--- config.mk ---
export PLATFORM = sky130hd
export DESIGN_NAME = hasb_regbank
export DESIGN_NICKNAME = d
export VERILOG_FILES = /design/src/hasb_pkg.sv /design/src/hasb_active_flag.sv /design/src/hasb_regbank.sv
export VERILOG_INCLUDE_DIRS = /design/src
export SDC_FILE = /design/constraint.sdc
export NUM_CORES = 1
export LEC_CHECK = 0
export BUFFER_PORTS_ARGS = -buffer_cell sky130_fd_sc_hd__buf_2
export CORE_AREA = 2 2 59 61
export DETAILED_ROUTE_END_ITERATION = 12
export DIE_AREA = 0 0 61 63
export GPL_ROUTABILITY_DRIVEN = 0
export PLACE_DENSITY_LB_ADDON = 0.2
export SLEW_MARGIN = 0
export SYNTH_ARGS = -nofsm -noshare
export SYNTH_HDL_FRONTEND = slang
export SYNTH_SLANG_ARGS = --single-unit
--- constraint.sdc ---
create_clock -name core_clk -period 1.8 [get_ports core_clk]
set_clock_uncertainty 0.15 [all_clocks]
set_input_delay 0.36 -clock core_clk [delete_from_list [all_inputs] [get_ports core_clk]]
set_output_delay 0.36 -clock core_clk [all_outputs]
set_load 0.02 [all_outputs]
--- src/hasb_consts.svh ---
// Constants for the handler active status register bank.
`ifndef HASB_CONSTS_SVH
`define HASB_CONSTS_SVH

// ----------------------------------------------------------------------
// Register map
// ----------------------------------------------------------------------
`define HASB_REG_OFFSET     12'hd24
`define HASB_RESET_VAL      32'h00000000
`define HASB_RW_MASK        32'h0000058b
`define HASB_RSVD_MASK      32'h00000274
`define HASB_UPPER_MASK     32'hfffff800

// ----------------------------------------------------------------------
// Field positions within the register word
// ----------------------------------------------------------------------
`define HASB_BIT_PEND_ACT   10
`define HASB_BIT_DBG_LIVE   8
`define HASB_BIT_SVC_ACT    7
`define HASB_BIT_USG_ACT    3
`define HASB_BIT_BUS_ACT    1
`define HASB_BIT_MEM_ACT    0

// ----------------------------------------------------------------------
// Positions within the internal six-flag vector
// ----------------------------------------------------------------------
`define HASB_IDX_MEM        0
`define HASB_IDX_BUS        1
`define HASB_IDX_USG        2
`define HASB_IDX_SVC        3
`define HASB_IDX_DBG        4
`define HASB_IDX_PEND       5
`define HASB_NUM_FLAGS      6

// ----------------------------------------------------------------------
// Bus encodings
// ----------------------------------------------------------------------
`define HASB_HSIZE_WORD     3'h2
`define HASB_HTRANS_ACT_BIT 1
`define HASB_HPROT_PRIV_BIT 1
`define HASB_HRESP_OKAY     1'h0
`define HASB_HREADY_ALWAYS  1'h1
`define HASB_FLAG_RESET     1'h0

`endif

--- src/hasb_pkg.sv ---
// Types shared by the handler active status register bank.
package hasb_pkg;

  // ----------------------------------------------------------------------
  // Data phase kinds
  // ----------------------------------------------------------------------
  typedef enum logic [1:0] {
    PH_IDLE,
    PH_READ,
    PH_WRITE,
    PH_IGNORE
  } hasb_phase_e;

  typedef logic [5:0]  hasb_flags_t;
  typedef logic [31:0] hasb_word_t;

endpackage

--- src/hasb_active_flag.sv ---
// One active flag with software write and exception controller set/clear.
`timescale 1ns/100ps
`include "hasb_consts.svh"

module hasb_active_flag (
  input  wire logic core_clk,
  input  wire logic rst_n,
  input  wire logic swWrite,
  input  wire logic swValue,
  input  wire logic hwSet,
  input  wire logic hwClear,
  output logic      flagD,
  output logic      flagQ
);

  logic flag_q;
  logic flag_d;

  // ----------------------------------------------------------------------
  // Next value
  // ----------------------------------------------------------------------
  // Exception entry beats return, and both beat software, so that an
  // entry landing in the same cycle as a software clear is not lost.
  always_comb begin
    flag_d = flag_q;
    if (swWrite) begin
      flag_d = swValue;
    end
    if (hwClear) begin
      flag_d = 1'b0;
    end
    if (hwSet) begin
      flag_d = 1'b1;
    end
  end

  always_ff @(posedge core_clk) begin
    if (!rst_n) begin
      flag_q <= `HASB_FLAG_RESET;
    end else begin
      flag_q <= flag_d;
    end
  end

  assign flagD = flag_d;
  assign flagQ = flag_q;

endmodule

--- src/hasb_regbank.sv ---
// AHB-Lite register bank holding the system handler active flags.
// Function
// - Bit 10 reads the pendable service call active state.
// - Writing bit 10 sets the pendable service call active state.
// - Bit 8 is read-write and shows the debug monitor active state.
// - Bit 7 reads the supervisor call active state.
// - Writing bit 7 sets the supervisor call active state.
// - Bit 3 reads the usage fault active state.
// - Writing bit 3 sets the usage fault active state.
// - Bit 1 reads the bus fault active state.
// - Writing bit 1 sets the bus fault active state.
// - Bit 0 reads the memory management fault active state.
// - Writing bit 0 sets the memory management fault active state.
// - Bits 9, 6:4 and 2 are read-only and reset to zero.
// - The register is reachable only from privileged accesses.
//
// Decided for this implementation: the register addresses and the AHB-Lite register port.
`timescale 1ns/100ps
`include "hasb_consts.svh"

module hasb_regbank (
  input  wire logic        core_clk,
  input  wire logic        rst_n,
  input  wire logic        hsel,
  input  wire logic [31:0] haddr,
  input  wire logic [1:0]  htrans,
  input  wire logic        hwrite,
  input  wire logic [2:0]  hsize,
  input  wire logic [3:0]  hprot,
  input  wire logic [31:0] hwdata,
  input  wire logic        hready,
  output logic             hreadyout,
  output logic             hresp,
  output logic [31:0]      hrdata,
  input  wire logic [5:0]  exceptionEntry,
  input  wire logic [5:0]  exceptionReturn,
  output logic             pendableServiceActive,
  output logic             debuggerHandlerLive,
  output logic             supervisorCallActive,
  output logic             usageFaultActive,
  output logic             busFaultActive,
  output logic             memoryManageFaultActive
);

  // ----------------------------------------------------------------------
  // Field packing
  // ----------------------------------------------------------------------
  // Reserved and out-of-scope positions are left at zero by construction.
  function automatic hasb_pkg::hasb_word_t packWord(
    input hasb_pkg::hasb_flags_t flags
  );
    hasb_pkg::hasb_word_t w;
    w = `HASB_RESET_VAL;
    w[`HASB_BIT_PEND_ACT]  = flags[`HASB_IDX_PEND];
    w[`HASB_BIT_DBG_LIVE]  = flags[`HASB_IDX_DBG];
    w[`HASB_BIT_SVC_ACT]   = flags[`HASB_IDX_SVC];
    w[`HASB_BIT_USG_ACT]   = flags[`HASB_IDX_USG];
    w[`HASB_BIT_BUS_ACT]   = flags[`HASB_IDX_BUS];
    w[`HASB_BIT_MEM_ACT]   = flags[`HASB_IDX_MEM];
    return w;
  endfunction

  function automatic hasb_pkg::hasb_flags_t unpackWord(
    input hasb_pkg::hasb_word_t w
  );
    hasb_pkg::hasb_flags_t f;
    f = '0;
    f[`HASB_IDX_PEND]  = w[`HASB_BIT_PEND_ACT];
    f[`HASB_IDX_DBG]   = w[`HASB_BIT_DBG_LIVE];
    f[`HASB_IDX_SVC]   = w[`HASB_BIT_SVC_ACT];
    f[`HASB_IDX_USG]   = w[`HASB_BIT_USG_ACT];
    f[`HASB_IDX_BUS]   = w[`HASB_BIT_BUS_ACT];
    f[`HASB_IDX_MEM]   = w[`HASB_BIT_MEM_ACT];
    return f;
  endfunction

  // ----------------------------------------------------------------------
  // Declarations
  // ----------------------------------------------------------------------
  hasb_pkg::hasb_phase_e phase_q;
  hasb_pkg::hasb_phase_e phase_d;
  hasb_pkg::hasb_word_t  rdata_q;
  hasb_pkg::hasb_word_t  rdata_d;
  hasb_pkg::hasb_flags_t flagD;
  hasb_pkg::hasb_flags_t flagQ;
  hasb_pkg::hasb_flags_t swValue;
  logic                  accept;
  logic                  addrHit;
  logic                  privileged;
  logic                  wordSize;
  logic                  swWrite;

  // ----------------------------------------------------------------------
  // Address phase decode
  // ----------------------------------------------------------------------
  // Only address bits 11:2 are decoded, so the register
  // aliases every 4 KB of the address space.
  assign accept     = hsel && hready && htrans[`HASB_HTRANS_ACT_BIT];
  assign addrHit    = ({haddr[11:2], 2'h0} == `HASB_REG_OFFSET);
  assign privileged = hprot[`HASB_HPROT_PRIV_BIT];
  assign wordSize   = (hsize == `HASB_HSIZE_WORD);

  // Read data is built from the flags' next value, so a read whose address
  // phase overlaps the data phase of a write already sees that write.
  always_comb begin
    phase_d = hasb_pkg::PH_IDLE;
    rdata_d = rdata_q;
    if (accept) begin
      if (hwrite) begin
        if (addrHit && privileged && wordSize) begin
          phase_d = hasb_pkg::PH_WRITE;
        end else begin
          phase_d = hasb_pkg::PH_IGNORE;
        end
      end else begin
        phase_d = hasb_pkg::PH_READ;
        if (addrHit && privileged) begin
          rdata_d = packWord(flagD);
        end else begin
          rdata_d = `HASB_RESET_VAL;
        end
      end
    end
  end

  always_ff @(posedge core_clk) begin
    if (!rst_n) begin
      phase_q <= hasb_pkg::PH_IDLE;
      rdata_q <= `HASB_RESET_VAL;
    end else begin
      phase_q <= phase_d;
      rdata_q <= rdata_d;
    end
  end

  // ----------------------------------------------------------------------
  // Flag storage
  // ----------------------------------------------------------------------
  // Only the six defined positions are unpacked; the reserved positions
  // of hwdata have nowhere to go.
  assign swWrite = (phase_q == hasb_pkg::PH_WRITE);
  assign swValue = unpackWord(hwdata);

  genvar gi;
  generate
    for (gi = 0; gi < `HASB_NUM_FLAGS; gi = gi + 1) begin : g_flag
      hasb_active_flag u_flag (
        .core_clk (core_clk),
        .rst_n    (rst_n),
        .swWrite  (swWrite),
        .swValue  (swValue[gi]),
        .hwSet    (exceptionEntry[gi]),
        .hwClear  (exceptionReturn[gi]),
        .flagD    (flagD[gi]),
        .flagQ    (flagQ[gi])
      );
    end
  endgenerate

  // ----------------------------------------------------------------------
  // Outputs
  // ----------------------------------------------------------------------
  assign hreadyout               = `HASB_HREADY_ALWAYS;
  assign hresp                   = `HASB_HRESP_OKAY;
  assign hrdata                  = rdata_q;
  assign pendableServiceActive   = flagQ[`HASB_IDX_PEND];
  assign debuggerHandlerLive     = flagQ[`HASB_IDX_DBG];
  assign supervisorCallActive    = flagQ[`HASB_IDX_SVC];
  assign usageFaultActive        = flagQ[`HASB_IDX_USG];
  assign busFaultActive          = flagQ[`HASB_IDX_BUS];
  assign memoryManageFaultActive = flagQ[`HASB_IDX_MEM];

  logic privRead;
  logic quietHw;
  assign quietHw = (exceptionEntry == '0) && (exceptionReturn == '0);
  assign privRead = accept && !hwrite && addrHit && privileged;

  // ----------------------------------------------------------------------
  // Exception controller and storage
  // ----------------------------------------------------------------------
  // A return that meets an entry of the same flag loses, so only returns
  // that stand alone are expected to clear their flag.
  hasb_pkg::hasb_flags_t retOnly;
  assign retOnly = exceptionReturn & ~exceptionEntry;
endmodule

# --- Word level (Yosys, flattened, before mapping) ---
# Cells that the tools add are included.
word_totals:
  register_bits: 40
  latchBits: 0
  ram_bits: 0
  rom_bits: 0
  out_inout_bits: 40
  wordCells: 41
  mem_count: 0
classes:
  addsub: 0
  multipliers: 0
  div: 0
  n_lt_le_gt_ge: 0
  eq_ne: 3
  shift: 0
  muxes: 21
  bitwise: 1
  reduce_logical: 7
op_table:
  columns: ["operator", "n"]
  rows:
  - ["$mux 1", 20]
  - ["$mux 11", 1]
  - ["$eq 10x10->1 const B", 1]
  - ["$logic_and 1x1->1", 4]
  - ["$reduce_and 2->1", 2]
  - ["$eq 3x2->1 const B", 1]
  - ["$reduce_and 3->1", 1]
  - ["$eq 2x2->1 const B", 1]
  - ["$not 1->1", 1]

# --- Depth between registers and ports, before layout ---
# Gate-level depths: netlist of run 1.
depth:
  word_depth: 5
  ltp_mapped: 4
  mapped_depth_nobuf: 4

# --- Modules after synthesis ---
# A second synthesis of run 1 with hierarchy kept.
unflattened:
  cells_unflattened: 105
  area_unflattened_um2: 905.9
modules_own_cells:
  columns: ["module", "instances", "cells_per_inst", "area_per_inst_um2", "seq_area_each_um2"]
  rows:
  - ["hasb_regbank", 1, 69, 590.6, 160.2]
  - ["hasb_active_flag", 6, 6, 52.6, 20.0]

# --- Least setup slack after synthesis of run 1 ---
# No wires, ideal clock.
synth_timing:
  path_kind: "reg2reg"
  start: "reg phase_q[0]"
  end: "reg rdata_q[7] (netlist: hrdata[7])"
  setup_time_ns: 0.115
  arrival_ns: 1.064
  required_time_ns: 1.535
  slack_ns: 0.471
  stages_incl_launch_ff: 5
  n_path_buf: 0
  path_cell_list: "dfxtp_1 and4bb_1 a311oi_2 o21ai_1 and2_1"
synth_via:
  elab_chain_len: 5
synth_lines:
  columns: ["item", "line", "source"]
  rows:
  - ["start, declared", "hasb_regbank.sv:80", "hasb_pkg::hasb_phase_e phase_q;"]
  - ["start signal, assigned", "hasb_regbank.sv:128", "phase_q <= hasb_pkg::PH_IDLE;"]
  - ["start signal, assigned", "hasb_regbank.sv:131", "phase_q <= phase_d;"]
  - ["$eq 2x2->1", "hasb_regbank.sv:141", "assign swWrite = (phase_q == hasb_pkg::PH_WRITE);"]
  - ["$mux 1", "hasb_active_flag.sv:26", "if (swWrite) begin"]
  - ["$mux 1", "hasb_active_flag.sv:29", "if (hwClear) begin"]
  - ["$mux 1", "hasb_active_flag.sv:32", "if (hwSet) begin"]
  - ["$mux 11", "hasb_regbank.sv:117", "if (addrHit && privileged) begin"]
  - ["end signal, assigned", "hasb_regbank.sv:129", "rdata_q <= `HASB_RESET_VAL;"]
  - ["end signal, assigned", "hasb_regbank.sv:132", "rdata_q <= rdata_d;"]
  - ["end, declared", "hasb_regbank.sv:82", "hasb_pkg::hasb_word_t rdata_q;"]
# Every way passes these cells.
# A chain may end at the register's enable or synchronous reset.

# --- Worst setup path in the final report of run 1 ---
layout_timing:
  start: "reg phase_q[0]"
  end: "reg rdata_q[8] (netlist: hrdata[8])"
# Same word-level chain as after synthesis.

==> impl_metrics.tcl, run 1 <==
set metrics [dict create \
    ctsHtreeMaxLevel 1 \
    layout_commonest_cell "buf_2" \
    grt_pass1_wl_um 2880 \
    cts_made_buffers 3 \
    dieArea_sq_um 3840 \
    avgRoutedWirePerCell_um 9.55 \
    vdd_ir_drop_max_uv 150 \
    routed_wl_um 1850 \
    final_cell_mix "buf_2 (49), conb_1 (28), dfxtp_1 (14)" \
    tns_ps 0 \
    drive_gt1_share_pct 41.2 \
    hold_buffers 0 \
    status "completed" \
    ys_seq_area_share_pct 30.3 \
    port_buffers 49 \
    cp.required_ps 1810 \
    die_w_um 61 \
    worstPathArrival_ps 1490 \
    maxSlewViolCount 0 \
    ant_nets 0 \
    clk_latency_ps 270 \
    drtPass1Iterations 4 \
    fin_ws_ps 325 \
    p_int_mw 0.452 \
    finalSetupViolCount 0 \
    nNetsFinal 240 \
    final_hold_viol_count 0 \
    cts_tree "done" \
    detailedPlace.worstSlack_ps 302 \
    clk_path_buf_depth 2 \
    cts_setup_buffers 0 \
    crit_path_start "phase_q[0]" \
    maxCapViolations 0 \
    syn_area_sq_um 925 \
    grt.overflow.total 0 \
    drc 0 \
    period_needed_ps 1470 \
    yosysWarnings 0 \
    power.density_nw_per_um2 571 \
    start_kind "register" \
    path_clk_slew_ps 70 \
    power.switching_mw 0.196 \
    dp_hpwl_um 1620 \
    r2r-start "phase_q[0]" \
    syn_avg_cell_area_sq_um 9.34 \
    start_util_pct 28.6 \
    path_class "register to register" \
    fin_crit_sh_pct 81.9 \
    hold_class "input pin to register" \
    syn_inst 99 \
    grt_pass1_vias 686 \
    switching_share_pct 30.3 \
    max_freq_mhz 678 \
    drt_iter0_drc 17 \
    pin_count 130 \
    clkPwrFrac_pct 25.7 \
    die-height_um 63 \
    p_comb_share_pct 23.9 \
    synth.distinct_cells 23 \
    viasPerCell 3.93 \
    ctsResizeCount 0 \
    rows 21 \
    core_area_sq_um 3230 \
    vias 762 \
    antenna_found_initial 0 \
    pwr-share-seq_pct 50.4 \
    area_growth_syn_to_layout_pct 22.6 \
    n_fill_cell 349 \
    grt_usage_pct 9.85 \
    p_leak_nw 0.628 \
    n_antenna_cell 0 \
    cp-end-kind "register" \
    hp-start "exceptionEntry[1]" \
    path_max_fanout 8 \
    yosys_register_bits 14 \
    clock-sinks 14 \
    grt_max_degree 15 \
    root_buffer "clkbuf_4" \
    rsz0062_at_grt "no" \
]
[logic make-up after synthesis]
kind of cell           share of synthesized area [%]
flip-flops                                      30.3
other                                          0.812
buffers and inverters                           25.6
AND/OR/NAND/NOR                                 31.4
AO/OA/AOI/OAI                                   11.9
[state kept, by name (all words and copies together), names as in the netlist]
register	flops
hrdata	6
phase_q	2
g_flag.u_flag.flagQ	6
[cell usage after synthesis]
library cell,number,area share [%]
o21ai_1,10,5.4
nand3_1,2,1.1
a311oi_2,4,6.5
nor2b_1,4,2.7
nor3_2,1,1.1
and3_1,3,2.0
and2_1,4,2.7
nand4bb_1,2,2.4
and4bb_2,1,1.4
nand4_1,1,0.68
and4_1,1,0.95
nand2b_1,2,1.4
clkbuf_1,1,0.41
nand2_1,4,1.6
conb_1,2,0.81
dfxtp_1,14,30
inv_1,6,2.4
nand2b_2,1,0.95
nor4bb_1,1,1.1
and2b_1,1,0.81
and4bb_1,4,5.4
buf_4,28,23
nand4b_4,2,5.1
[layer usage]
layer / global-route usage, % / vias up / part of all wire, %
met4: 4.89 / 0 / 1.2
met3: 1.04 / 2 / 8.9
met2: 15.5 / 43 / 47
met5: 0 / - / 0
met1: 13.0 / 332 / 43
li1: - / 385 / -
[power by group through the flow]
stage	Clock (mW)	Combinational, mW	Sequential [mW]
2_1_floorplan	0	0.132	0.344
3_3_place_gp	0	0.153	0.334
3_5_place_dp	0	0.155	0.334
4_1_cts	0.173	0.155	0.327
5_1_grt	0.192	0.170	0.328
6_report	0.166	0.155	0.327
[layout make-up]
cell class                 count  area (sq um)  share of cell area (%)
multi-input combinational     76           505                    44.6
inverter                       6          22.5                    1.99
tap                           46          57.6                    5.08
timing repair buffer          49           245                    21.6
sequential                    14           280                    24.7
clock buffer                   3          22.5                    1.99
[critical path, stage by stage (launching register included)]
cell	delay, ps
dfxtp_1	360
nand2b_2	240
a311oi_2	360
o21ai_1	110
and2_1	160
[through the flow]
step           instance area, sq um  power [mW]  utilization [%]  cells  hold WS (ps)
2_1_floorplan                  1020       0.476                -    125           335
3_3_place_gp                   1110       0.487             34.4    191           300
3_5_place_dp                   1110       0.489             34.4    191           309
4_1_cts                        1130       0.655             35.1    194           167
5_1_grt                        1130       0.691             35.1    194           188
6_report                       1130       0.648             35.1    194           177
[worst paths after layout]
check,cells after the start,slack [ps],to
worst min-delay path,3,180,g_flag[1].u_flag.flagQ
worst max register to register,4,330,hrdata[8]
worst min register to register,2,320,hrdata[1]
worst max-delay path,4,330,hrdata[8]
Power figures use the tool's default switching activity.
==> inputs of run 2 (changes only) <==
ABC_AREA = 1   (was not set)
CORE_AREA = 2 2 62 64   (was 2 2 59 61)
DIE_AREA = 0 0 64 66   (was 0 0 61 63)
clock period = 1.2 ns   (was 1.8 ns; I/O delays follow)
==> run 2 against run 1 <==
  * Register-to-register slack got worse by 300 ps
  * Worst hold slack got worse by 110 ps
  * Sequential share of layout area decreased by 1.3 points
  * Sequential power increased by 48%
  * Total power increased by 55%
  * Fmax increased by 25%
  * Cell area increased by 7.3%
  * Core utilization decreased by 0.83 points
  * Sequential cell count unchanged
  * Wire length increased by 4.8%
  * Clock-buffer cell count unchanged
  * Critical endpoint is now hrdata[3]
  * Largest cell class unchanged
  * Highest routed layer unchanged
==> impl_metrics.tcl, run 2 <==
set metrics [dict create \
    synth.distinct_cells 20 \
    path_max_fanout 5 \
    cp.required_ps 1230 \
    ys.flop_type "dfxtp_1" \
    grt_max_degree 13 \
    start_util_pct 27.0 \
    p_leak_nw 0.684 \
    n_fill_cell 409 \
    yosys.area.top_type "dfxtp_1" \
    die-height_um 66 \
    synthArstFlopShare_pct 0 \
    slowest_stage "dfxtp_2" \
    ant_nets 0 \
    root_buffer "clkbuf_4" \
    power.density_nw_per_um2 827 \
    drive_gt1_share_pct 40.2 \
    grt_pass1_vias 668 \
    cts_setup_buffers 0 \
    antenna_found_initial 0 \
    yosys.cell_count.top_type "nand2_1" \
    clk_path_buf_depth 2 \
    drtPass1Iterations 3 \
    core_area_sq_um 3550 \
    period_needed_ps 1180 \
    port_buffers 49 \
    ctsResizeCount 0 \
    viasPerCell 3.56 \
    max_freq_mhz 850 \
    finalSetupViolCount 0 \
    grt_pass1_wl_um 2810 \
    slowest_delay_ps 330 \
    hold_class "input pin to register" \
    avgRoutedWirePerCell_um 8.19 \
    maxSlewViolCount 0 \
    layout_commonest_cell "buf_2" \
    worstPathArrival_ps 1200 \
    drt_iter0_drc 9 \
    fin_crit_sh_pct 98.1 \
    final_cell_area_sq_um 1220 \
    vias 844 \
    synthTopCellsByArea "dfxtp_1 (29%), buf_4 (22%), nand2_1 (12%), inv_1 (9.4%), a21oi_2 (7.3%)" \
    pin_count 130 \
    dieArea_sq_um 4220 \
    yosys_register_bits 14 \
    crit_chain "inv_4 -> nand2_4 -> or2_0 -> nand2_1 -> a21oi_2 -> nand2_1 -> nand2_1" \
    path_class "register to register" \
    ys_seq_area_share_pct 29.2 \
    synth_edf_count 0 \
    routed_wl_um 1940 \
    path_clk_slew_ps 80 \
    final_cell_mix "buf_2 (44), nand2_1 (30), conb_1 (28)" \
    syn_area_sq_um 960 \
    fin_hold_ws_ps 65.8 \
    vdd_ir_drop_max_uv 259 \
    placed_cell_area_sq_um 1160 \
    yosysWarnings 0 \
    synth_common_cells "nand2_1 (30), buf_4 (28), inv_1 (24), dfxtp_1 (14), a21oi_2 (8)" \
    cts_made_buffers 3 \
    rows 22 \
    status "completed" \
    n_antenna_cell 0 \
    grt_usage_pct 8.51 \
    clock-sinks 14 \
    dp_hpwl_um 1600 \
    syn_avg_cell_area_sq_um 7.00 \
    hold_buffers 0 \
    die_w_um 64 \
    utilization_pct 34.2 \
    rsz0062_at_grt "yes" \
    cts_tree "done" \
    drc 0 \
    maxCapViolations 0 \
    start_kind "register" \
    cp-end-kind "register" \
    final_hold_viol_count 0 \
    p_total_mw 1.01 \
    clk_latency_ps 270 \
    syn_inst 137 \
    nNetsFinal 281 \
    grt.overflow.total 0 \
    path_common_cell "nand2_1" \
    ctsHtreeMaxLevel 1 \
    yosysTopAreaCellShare_pct 29.2 \
    area_growth_syn_to_layout_pct 26.7 \
]
run 2: changes by cell type after synthesis, moves of 5 or more:
cell and change:
nand3_1 +5, inv_1 +18, o21ai_1 -10, nand2_1 +26, a21oi_2 +8
run 2: area by class of cell:
| cell class | instances | area [sq um] | share of cell area (%) |
|---|---|---|---|
| clock buffer | 3 | 22.5 | 1.85 |
| sequential | 14 | 285 | 23.5 |
| tap | 48 | 60.1 | 4.94 |
| inverter | 28 | 108 | 8.85 |
| timing repair buffer | 51 | 273 | 22.4 |
| multi-input combinational | 93 | 468 | 38.5 |
run 2: stage by stage:
stage	cells	setup TNS, ps	worst slack, ps
4_1_cts	236	0	9.76
5_1_grt	237	-288	-76.0
6_report	237	0	23.0
3_5_place_dp	233	-189	-52.3
3_3_place_gp	233	-161	-53.7
2_1_floorplan	163	0	106
run 2: per-layer routing:
metal	part of all wire (%)	wire (um)	global-route usage (%)	up-vias
met4	1.2	23	4.08	0
met5	0	0	0	-
met1	43	835	10.1	342
met3	8.7	169	2.73	2
met2	47	913	13.8	43
li1	-	-	-	457
run 2: final timing paths:
kind	startpoint	to	depth (start not counted)	slack (ps)
setup reg to reg	phase_q[0]	hrdata[3]	7	20
setup / recovery	phase_q[0]	hrdata[3]	7	20
hold / removal	exceptionEntry[0]	g_flag[0].u_flag.flagQ	3	70
hold reg to reg	hrdata[1]	hrdata[1]	2	330
run 2: report_power, final:
group	internal (mW)	switching [mW]
combinational	0.0850	0.171
clock	0.116	0.149
sequential	0.478	0.00762
run 2: cell families (layout without fill, tap and decap cells):
kind of cell	after synthesis	count (layout)	share of synthesized area (%)
other cells	2	28	0.783
flops	14	14	29.2
simple gates	52	53	27.2
buf+inv	57	82	33.4
compound gates	12	12	9.39
run 2: critical path, delay by kind of cell, from the launching register on:
kind / cells / cell delay, ps
buf+inv: 1 / 70
compound gates: 1 / 60
flops: 1 / 330
simple gates: 5 / 470
